==> src/design/dss_pkg.sv <==
package dss_pkg;

    // conversion counts; the long ones reappear as top-level parameters
    localparam int CYCLE_COUNTS = 40002;
    localparam int INT_COUNTS   = 10000;
    localparam int RANGE_COUNTS = 20000;
    localparam int IRST_OVR_COUNTS = 6200;
    localparam int IRST_NORM_COUNTS = 150;
    localparam int STROBE_DLY   = 101;

    // least high time of a start pulse, rounded up to whole clocks
    localparam int CLK_PERIOD_NS = 40;
    localparam int START_PULSE_NS = 300;
    localparam int START_CYC    = (START_PULSE_NS + CLK_PERIOD_NS - 1) / CLK_PERIOD_NS;

    // register byte offsets
    localparam logic [7:0] ADR_CTRL     = 8'h00;
    localparam logic [7:0] ADR_STATUS   = 8'h04;
    localparam logic [7:0] ADR_RESULT   = 8'h08;
    localparam logic [7:0] ADR_IRQ_STAT = 8'h0c;
    localparam logic [7:0] ADR_IRQ_MASK = 8'h10;

    // field positions
    localparam int CTRL_EN_BIT  = 0;
    localparam int ST_PHASE_LSB = 0;
    localparam int ST_BUSY_BIT  = 2;
    localparam int ST_OVR_BIT   = 3;
    localparam int ST_POL_BIT   = 4;
    localparam int ST_HELD_BIT  = 5;
    localparam int IRQ_DONE_BIT = 0;
    localparam int IRQ_OVR_BIT  = 1;
    localparam int IRQ_END_BIT  = 2;
    localparam int IRQ_W        = 3;

    // reset values
    localparam logic            CTRL_EN_RST  = 1'b1;
    localparam logic [IRQ_W-1:0] IRQ_MASK_RST = 3'h0;

    typedef enum logic [1:0] {PH_NULL, PH_INTEG, PH_DEINT, PH_RESET} dss_phase_t;

    // analogue switch controls
    typedef struct packed {
        logic in_short;      // both inputs shorted to common
        logic ref_charge;    // reference capacitor charging
        logic offset_loop;   // offset storage loop closed
        logic in_to_pins;    // inputs connected to pins
        logic neg_to_common; // negative input tied to common
        logic ref_to_pos;    // reference capacitor onto positive input
        logic ref_pol_pos;   // reference connected in positive sense
        logic reset_loop;    // integrator reset loop closed
    } dss_sw_t;

    typedef struct packed {
        logic [15:0] cnt;
        logic        tick;
    } dss_div_t;

endpackage

==> src/design/dss_tick.sv <==
module dss_tick import dss_pkg::*; #(
    parameter int DIV = 1
) (
    // clock and reset
    input  wire logic clk,
    input  wire logic rst_n,
    // count enable
    output logic      tick
);
    localparam logic [15:0] DIV_LAST = 16'(DIV - 1);

    dss_div_t s_reg;
    dss_div_t s_next;

    always_comb begin
        s_next = s_reg;
        if (s_reg.cnt >= DIV_LAST) begin
            s_next.cnt  = 16'h0000;
            s_next.tick = 1'b1;
        end else begin
            s_next.cnt  = s_reg.cnt + 16'h0001;
            s_next.tick = 1'b0;
        end
    end

    always_ff @(posedge clk or negedge rst_n) begin
        if (!rst_n) begin
            s_reg <= '0;
        end else begin
            s_reg <= s_next;
        end
    end

    assign tick = s_reg.tick;
endmodule

==> src/design/dss_seq.sv <==
// What this block does
// - every measurement runs offset null, integrate, reference ramp, reset, in order
// - offset null shorts inputs to common, charges reference, closes offset loop
// - integrate opens the loop, connects pins, integrates for a fixed time
// - sign of the integrated signal is caught at the end of integrate
// - ramp ties negative input to common, reference onto positive in the opposing sense
// - reading is the count of ramp clocks until the integrator crosses zero
// - reset ties negative input to common and closes the loop onto positive input
// - reset lasts 150 counts normally, 6200 after an overrange
// - with run/hold high a measurement starts every 40002 counts
// - with run/hold low the cycle in progress finishes and the reading is kept
// - a start pulse over 300ns while held starts a cycle after one null count
// - a start pulse before the full cycle ends is ignored
// - strobe pulses low 101 counts after a full cycle ends
// - busy from integrate start to first clock after crossing; result loaded then
// - overrange set at end of busy past 20000 counts, cleared at next ramp start
// - polarity high for positive input, updated at start of ramp
//
// The Wishbone slave port and the register addresses are this design's own decisions.
module dss_seq import dss_pkg::*; #(
    parameter int CYCLE = CYCLE_COUNTS,
    parameter int INTEG = INT_COUNTS,
    parameter int RANGE = RANGE_COUNTS,
    parameter int IRST_OVR = IRST_OVR_COUNTS,
    parameter int DIV   = 1
) (
    // clock and reset
    input  wire logic        clk,
    input  wire logic        rst_n,
    // wishbone slave
    input  wire logic        wb_cyc_i,
    input  wire logic        wb_stb_i,
    input  wire logic        wb_we_i,
    input  wire logic [7:0]  wb_adr_i,
    input  wire logic [3:0]  wb_sel_i,
    input  wire logic [31:0] wb_dat_i,
    output logic      [31:0] wb_dat_o,
    output logic             wb_ack_o,
    // converter pins
    input  wire logic        run_hold,
    input  wire logic        integ_pos,
    output dss_sw_t          sw,
    output logic             busy,
    output logic             overrange,
    output logic             polarity,
    output logic             strobe_n,
    output logic             irq
);
    localparam logic [15:0] LAST_POS  = 16'(CYCLE - 1);
    localparam logic [15:0] INT_LAST  = 16'(INTEG - 1);
    localparam logic [15:0] RANGE_CNT = 16'(RANGE);
    localparam logic [15:0] IRST_O_LAST = 16'(IRST_OVR - 1);
    localparam logic [15:0] IRST_N_LAST = 16'(IRST_NORM_COUNTS - 1);
    localparam logic [15:0] STB_LAST  = 16'(STROBE_DLY - 1);
    localparam logic [3:0]  START_LIM = 4'(START_CYC);

    typedef struct packed {
        dss_phase_t        phase;
        logic [15:0]       pos;
        logic [15:0]       ph_cnt;
        logic              held;
        logic              kick;
        logic [3:0]        hi_cnt;
        logic              pol_int;
        logic              pol_out;
        logic              busy;
        logic              ovr;
        logic              ovr_irst;
        logic [15:0]       result;
        logic              stb_arm;
        logic [15:0]       stb_cnt;
        logic              strobe_n;
        dss_sw_t           sw;
        logic              ack;
        logic [31:0]       dat;
        logic              en;
        logic [IRQ_W-1:0]  irq_stat;
        logic [IRQ_W-1:0]  irq_mask;
        logic              irq;
    } dss_st_t;

    localparam dss_sw_t SW_NULL = '{in_short: 1'b1, ref_charge: 1'b1, offset_loop: 1'b1,
                                   default: 1'b0};

    dss_st_t s_reg;
    dss_st_t s_next;
    logic    tick;

    dss_tick #(.DIV(DIV)) u_tick (
        .clk   (clk),
        .rst_n (rst_n),
        .tick  (tick)
    );

    function automatic dss_sw_t sw_of(dss_phase_t ph, logic pol);
        dss_sw_t v;
        v = '0;
        case (ph)
            PH_NULL:  v = SW_NULL;
            PH_INTEG: v.in_to_pins = 1'b1;
            PH_DEINT: begin
                v.neg_to_common = 1'b1;
                v.ref_to_pos    = 1'b1;
                v.ref_pol_pos   = ~pol;
            end
            PH_RESET: begin
                v.neg_to_common = 1'b1;
                v.reset_loop    = 1'b1;
            end
            default:  v = SW_NULL;
        endcase
        return v;
    endfunction

    logic             req;
    logic [IRQ_W-1:0] irq_set;
    logic [IRQ_W-1:0] irq_clr;
    logic             start_now;
    logic             run_ok;

    always_comb begin
        s_next    = s_reg;
        irq_set   = '0;
        irq_clr   = '0;
        start_now = 1'b0;
        run_ok    = run_hold & s_reg.en;
        req       = wb_cyc_i & wb_stb_i & ~s_reg.ack;
        // start pulse width is measured on every clock, not per count
        s_next.hi_cnt = run_ok ? ((s_reg.hi_cnt == START_LIM) ? s_reg.hi_cnt
                                  : s_reg.hi_cnt + 4'h1) : 4'h0;
        if (s_reg.held && run_ok && s_reg.hi_cnt == START_LIM - 4'h1) begin
            s_next.kick = 1'b1;
        end
        if (tick) begin
            s_next.pos    = s_reg.pos + 16'h0001;
            s_next.ph_cnt = s_reg.ph_cnt + 16'h0001;
            s_next.strobe_n = 1'b1;
            if (s_reg.stb_arm) begin
                s_next.stb_cnt = s_reg.stb_cnt + 16'h0001;
                if (s_reg.stb_cnt == STB_LAST) begin
                    s_next.strobe_n = 1'b0;
                    s_next.stb_arm  = 1'b0;
                end
            end
            case (s_reg.phase)
                PH_NULL: begin
                    if (s_reg.held) begin
                        s_next.pos = s_reg.pos;
                        start_now  = s_reg.kick;
                    end else if (s_reg.pos == LAST_POS) begin
                        irq_set[IRQ_END_BIT] = 1'b1;
                        s_next.stb_arm = 1'b1;
                        s_next.stb_cnt = 16'h0000;
                        if (run_ok) begin
                            start_now = 1'b1;
                        end else begin
                            s_next.held = 1'b1;
                            s_next.pos  = s_reg.pos;
                        end
                    end
                end
                PH_INTEG: begin
                    if (s_reg.ph_cnt == INT_LAST) begin
                        s_next.phase   = PH_DEINT;
                        s_next.ph_cnt  = 16'h0000;
                        s_next.pol_int = integ_pos;
                        s_next.pol_out = integ_pos;
                        s_next.ovr     = 1'b0;
                    end
                end
                PH_DEINT: begin
                    // crossing shows as the comparator leaving the caught sign
                    if (integ_pos != s_reg.pol_int || s_reg.ph_cnt == RANGE_CNT) begin
                        s_next.phase  = PH_RESET;
                        s_next.ph_cnt = 16'h0000;
                        s_next.busy   = 1'b0;
                        s_next.result = s_reg.ph_cnt;
                        s_next.ovr_irst = (integ_pos == s_reg.pol_int);
                        s_next.ovr    = (integ_pos == s_reg.pol_int);
                        irq_set[IRQ_DONE_BIT] = 1'b1;
                        irq_set[IRQ_OVR_BIT]  = (integ_pos == s_reg.pol_int);
                    end
                end
                PH_RESET: begin
                    if (s_reg.ph_cnt == (s_reg.ovr_irst ? IRST_O_LAST : IRST_N_LAST)) begin
                        s_next.phase  = PH_NULL;
                        s_next.ph_cnt = 16'h0000;
                    end
                end
                default: s_next.phase = PH_NULL;
            endcase
            if (start_now) begin
                s_next.phase  = PH_INTEG;
                s_next.pos    = 16'h0000;
                s_next.ph_cnt = 16'h0000;
                s_next.held   = 1'b0;
                s_next.kick   = 1'b0;
                s_next.busy   = 1'b1;
            end
        end
        s_next.sw = sw_of(s_next.phase, s_next.pol_int);
        // bus: one wait-free answer a cycle after the request
        s_next.ack = req;
        s_next.dat = 32'h0000_0000;
        if (req && wb_we_i && wb_sel_i[0]) begin
            case (wb_adr_i)
                ADR_CTRL:     s_next.en = wb_dat_i[CTRL_EN_BIT];
                ADR_IRQ_STAT: irq_clr = wb_dat_i[IRQ_W-1:0];
                ADR_IRQ_MASK: s_next.irq_mask = wb_dat_i[IRQ_W-1:0];
                default:      s_next.en = s_reg.en;
            endcase
        end
        if (req && !wb_we_i) begin
            case (wb_adr_i)
                ADR_CTRL:     s_next.dat[CTRL_EN_BIT] = s_reg.en;
                ADR_STATUS: begin
                    s_next.dat[ST_PHASE_LSB +: 2] = s_reg.phase;
                    s_next.dat[ST_BUSY_BIT] = s_reg.busy;
                    s_next.dat[ST_OVR_BIT]  = s_reg.ovr;
                    s_next.dat[ST_POL_BIT]  = s_reg.pol_out;
                    s_next.dat[ST_HELD_BIT] = s_reg.held;
                end
                ADR_RESULT:   s_next.dat[15:0] = s_reg.result;
                ADR_IRQ_STAT: s_next.dat[IRQ_W-1:0] = s_reg.irq_stat;
                ADR_IRQ_MASK: s_next.dat[IRQ_W-1:0] = s_reg.irq_mask;
                default:      s_next.dat = 32'h0000_0000;
            endcase
        end
        // a set in the clearing cycle survives
        s_next.irq_stat = (s_reg.irq_stat & ~irq_clr) | irq_set;
        s_next.irq      = |(s_next.irq_stat & s_next.irq_mask);
    end

    always_ff @(posedge clk or negedge rst_n) begin
        if (!rst_n) begin
            s_reg          <= '0;
            s_reg.phase    <= PH_NULL;
            s_reg.sw       <= SW_NULL;
            s_reg.strobe_n <= 1'b1;
            s_reg.en       <= CTRL_EN_RST;
            s_reg.irq_mask <= IRQ_MASK_RST;
        end else begin
            s_reg <= s_next;
        end
    end

    assign wb_dat_o  = s_reg.dat;
    assign wb_ack_o  = s_reg.ack;
    assign sw        = s_reg.sw;
    assign busy      = s_reg.busy;
    assign overrange = s_reg.ovr;
    assign polarity  = s_reg.pol_out;
    assign strobe_n  = s_reg.strobe_n;
    assign irq       = s_reg.irq;

    // helper: counts between cycle starts and reset-phase length
    logic [15:0] gap_cnt;
    logic [15:0] irst_len;
    localparam int START_WAIT = 64;
    always_ff @(posedge clk or negedge rst_n) begin
        if (!rst_n) begin
            gap_cnt  <= 16'h0000;
            irst_len <= 16'h0000;
        end else if (tick) begin
            gap_cnt  <= start_now ? 16'h0000 : gap_cnt + 16'h0001;
            irst_len <= (s_reg.phase == PH_RESET) ? irst_len + 16'h0001 : 16'h0000;
        end
    end
endmodule

==> config.mk <==
export PLATFORM = sky130hd
export DESIGN_NAME = dss_seq
export DESIGN_NICKNAME = d
export VERILOG_FILES = /design/src/design/dss_pkg.sv /design/src/design/dss_tick.sv /design/src/design/dss_seq.sv
export SDC_FILE = /design/constraint.sdc
export NUM_CORES = 1
export LEC_CHECK = 0
export CAP_MARGIN = 15
export CELL_PAD_IN_SITES_DETAIL_PLACEMENT = 1
export CELL_PAD_IN_SITES_GLOBAL_PLACEMENT = 1
export CORE_MARGIN = 2
export CORE_UTILIZATION = 45
export CTS_BUF_LIST = sky130_fd_sc_hd__clkbuf_8
export CTS_CLUSTER_SIZE = 28
export DETAILED_ROUTE_END_ITERATION = 10
export DONT_BUFFER_PORTS = 1
export PLACE_DENSITY = 0.78
export SLEW_MARGIN = 40
export SYNTH_ARGS = -nofsm -noshare
export SYNTH_HDL_FRONTEND = slang
export SYNTH_HIERARCHICAL = 1
export SYNTH_SLANG_ARGS = --single-unit
==> constraint.sdc <==
create_clock -name clk -period 5.2 [get_ports clk]
set_input_delay 1.04 -clock clk [delete_from_list [all_inputs] [get_ports clk]]
set_output_delay 1.04 -clock clk [all_outputs]
set_load 0.005 [all_outputs]
==> results.toml <==
[run_status]
status = "completed"

[placed_design]
io_buffer_count = 0
dp_cells = 702
hpwl_um = 8440
globalplace.congestion = 0.845

[global_routing]
grt_pass1_vias = 4200
grt_max_degree = 112
grt_pass1_wl_um = 20300
grtUsageTotal_pct = 18.9
gr-total-overflow = 0
antenna_found_initial = 0

[routing]
met2_length_um = 6070
drt_pre_antenna_iters = 4
num_vias = 3925
ant_nets = 0
vias_per_cell = 5.47
drt-total-wl_um = 11900
wl_per_cell_um = 16.6
route.met3.wl_um = 418
wl_met1_um = 5140
top_layer_used = "met4"
drt_iter0_markers = 211
drc_errors = 0

[critical_path]
crit_buf_inv = 1
cp-start-kind = "register"
slowest_delay_ps = 640
worst_r2r_endpoint = "s_reg[82]$_DFFE_PN0P_"
r2r-start = "s_reg[107]$_DFFE_PN0P_"
path_max_fanout = 19
crit_required_ps = 5440
cpLargestDelayFamily = "simple AND/OR/NAND/NOR gates"
path_cells = "or3_1 -> o41ai_2 -> and2_1 -> inv_1 -> nand2_1 -> o21ai_0"
cp.arrival_ps = 3050
cp-end-kind = "register"
reg2reg_depth = 6
cp_slowest_cell = "and2_1"
criticalPathCategory = "reg2reg"
r2r_slack_ps = 2400

[logic_synthesis]
synthesis.area_mm2 = 0.00566
synth_cells = 572
ys_types = 65
yosysWarningCount = 6
synth_edf_count = 0
seq_area_frac_synth_pct = 49.1
avgSynthCellArea_um2 = 9.90
ys_seq_elements = 111
async_reset_ff_share_pct = 100
synth_ff_type = "dfrtp_1"

[power_and_ir_drop]
power_density_mw_per_mm2 = 253
ir_drop_uv = 155
p_total_mw = 1.46
p_leak_nw = 2.65

[run]
drv_cap = 0

[sta]
finClkSkew_ps = 12.5
drv_slew = 0
fin_crit_sh_pct = 53.9
fmax_mhz = 357
holdWs_ps = 347
setup_viol = 0
finalCriticalPeriod_ps = 2800
rsz0062_at_grt = "no"
finalHoldViolCount = 0
slew-limit-headroom_pct = 54.7
finalSetupTns_ps = 0
max_slew.worst_pin.slew_ps = 679

[min_path]
hold_class = "in2async"

[cells_and_area]
n_antenna_cell = 0
largest_reg_flops = 82
fin_cells = 717
area_growth_pct = 1.70
drive_above_1_share_pct = 8.93
final_nets = 604

[clock_network]
clkTransAtPathRegs_ps = 90
hold_buffers = 0
cts_root_buf = "clkbuf_8"
clock_sinks = 111
clock_latency_ps = 380
cts_resized = 0
post_cts_buffers = 0
cts_buffers = 9
ctsHtreeMaxLevel = 3
cts_tree = "yes"
cts_buffer_depth = 2

[floorplanning]
dieArea_mm2 = 0.0135
fp.dieH_um = 116
ios = 97
placementRows = 40
chipWidth_um = 116
start_util_pct = 46.6
core_mm2 = 0.0122
==> worst register-to-register path, cell delays in order, from the launching register on <==
cell and delay, ps:
dfrtp_1 490, or3_1 450, o41ai_2 410, and2_1 640, inv_1 410, nand2_1 170
o21ai_0 110
==> how the worst max path moves through the flow <==
stage | start | end | cells after the start
2_1_floorplan | wb_adr_i[0] | irq$_DFF_PN0_ | 6
3_3_place_gp | wb_adr_i[0] | irq$_DFF_PN0_ | 6
3_5_place_dp | wb_adr_i[0] | irq$_DFF_PN0_ | 6
4_1_cts | s_reg[94]$_DFFE_PN0P_ | s_reg[82]$_DFFE_PN0P_ | 8
5_1_grt | s_reg[107]$_DFFE_PN0P_ | s_reg[82]$_DFFE_PN0P_ | 6
6_report | s_reg[107]$_DFFE_PN0P_ | s_reg[82]$_DFFE_PN0P_ | 6
==> power by group <==
part           leakage, nW  switching (mW)  internal [mW]  total [mW]
Combinational         1.08          0.0294         0.0308      0.0602
Clock                0.101           0.275          0.207       0.483
Sequential            1.47          0.0342          0.880       0.914
==> cells in the mapped netlist (3+ instances only) <==
master | instances | area share (%)
buf_4 | 41 | 5.4
nand2b_1 | 10 | 1.1
dfrtp_1 | 108 | 48
nand4_1 | 11 | 1.2
xnor2_1 | 13 | 2.0
mux2_2 | 10 | 2.0
nor3b_1 | 3 | 0.40
nand4bb_1 | 3 | 0.60
nor2b_1 | 11 | 1.2
buf_2 | 5 | 0.44
a21oi_1 | 11 | 0.97
ha_1 | 8 | 1.8
or2_2 | 3 | 0.33
and2_1 | 12 | 1.3
or3_1 | 7 | 0.77
nor4_1 | 7 | 0.77
o21ai_0 | 17 | 1.5
o2bb2ai_1 | 3 | 0.46
a22oi_1 | 5 | 0.66
o311ai_0 | 5 | 0.77
a21o_1 | 4 | 0.53
dfstp_2 | 3 | 1.4
clkbuf_1 | 10 | 0.66
nand3_1 | 25 | 2.2
mux2i_1 | 4 | 0.71
inv_1 | 14 | 0.93
and3_1 | 12 | 1.3
nand4b_1 | 3 | 0.46
nand2_1 | 78 | 5.2
nor2_1 | 54 | 3.6
a22o_1 | 5 | 0.77
nor3_1 | 8 | 0.71
xor2_1 | 18 | 2.8
==> routing by layer <==
layer  vias up  global-route usage, %
met4         0                   7.54
li1       1855                      -
met3        16                   3.01
met5         -                      0
met1      1977                   23.8
met2        77                   32.8
==> stage by stage <==
step	util (%)	worst slack (ps)	cell area, µm²
finish	47.3	2400	5760
global route	47.3	2110	5760
CTS	47.3	2350	5760
detailed placement	45.9	2310	5580
global placement	45.9	2320	5580
floorplan	-	2490	5720
==> cell families (layout without fill, tap and decap cells) <==
kind of cell	Yosys count	in the layout	synth area share (%)
compound gates	71	71	9.83
xor+xnor	31	31	4.80
fa+ha+maj	8	8	1.77
buf+inv	71	33	7.54
flops	111	111	49.1
mux	15	15	3.09
other cells	2	17	0.133
simple gates	263	263	23.7
==> layout make-up <==
| cell class | instances | area [µm²] |
|---|---|---|
| timing repair buffer | 3 | 22.5 |
| inverter | 15 | 56.3 |
| multi-input combinational | 405 | 2510 |
| sequential | 111 | 2780 |
| tap | 168 | 210 |
| clock inverter | 3 | 12.5 |
| fill | 1396 | 6400 |
| clock buffer | 12 | 165 |
==> placed cells by master (no fill, tap or decap), types with 10 or more instances in the layout <==
| master | netlist | final |
|---|---|---|
| inv_1 | 14 | 16 |
| nand3_1 | 25 | 25 |
| nand4_1 | 11 | 11 |
| nand2b_1 | 10 | 10 |
| nand2_1 | 78 | 78 |
| and3_1 | 12 | 12 |
| conb_1 | 2 | 17 |
| nor2b_1 | 11 | 11 |
| mux2_2 | 10 | 10 |
| xnor2_1 | 13 | 13 |
| and2_1 | 12 | 12 |
| a21oi_1 | 11 | 11 |
| o21ai_0 | 17 | 17 |
| clkbuf_8 | 0 | 12 |
| nor2_1 | 54 | 54 |
| dfrtp_1 | 108 | 108 |
| xor2_1 | 18 | 18 |
Note: power is estimated with default switching activity, not from simulation.
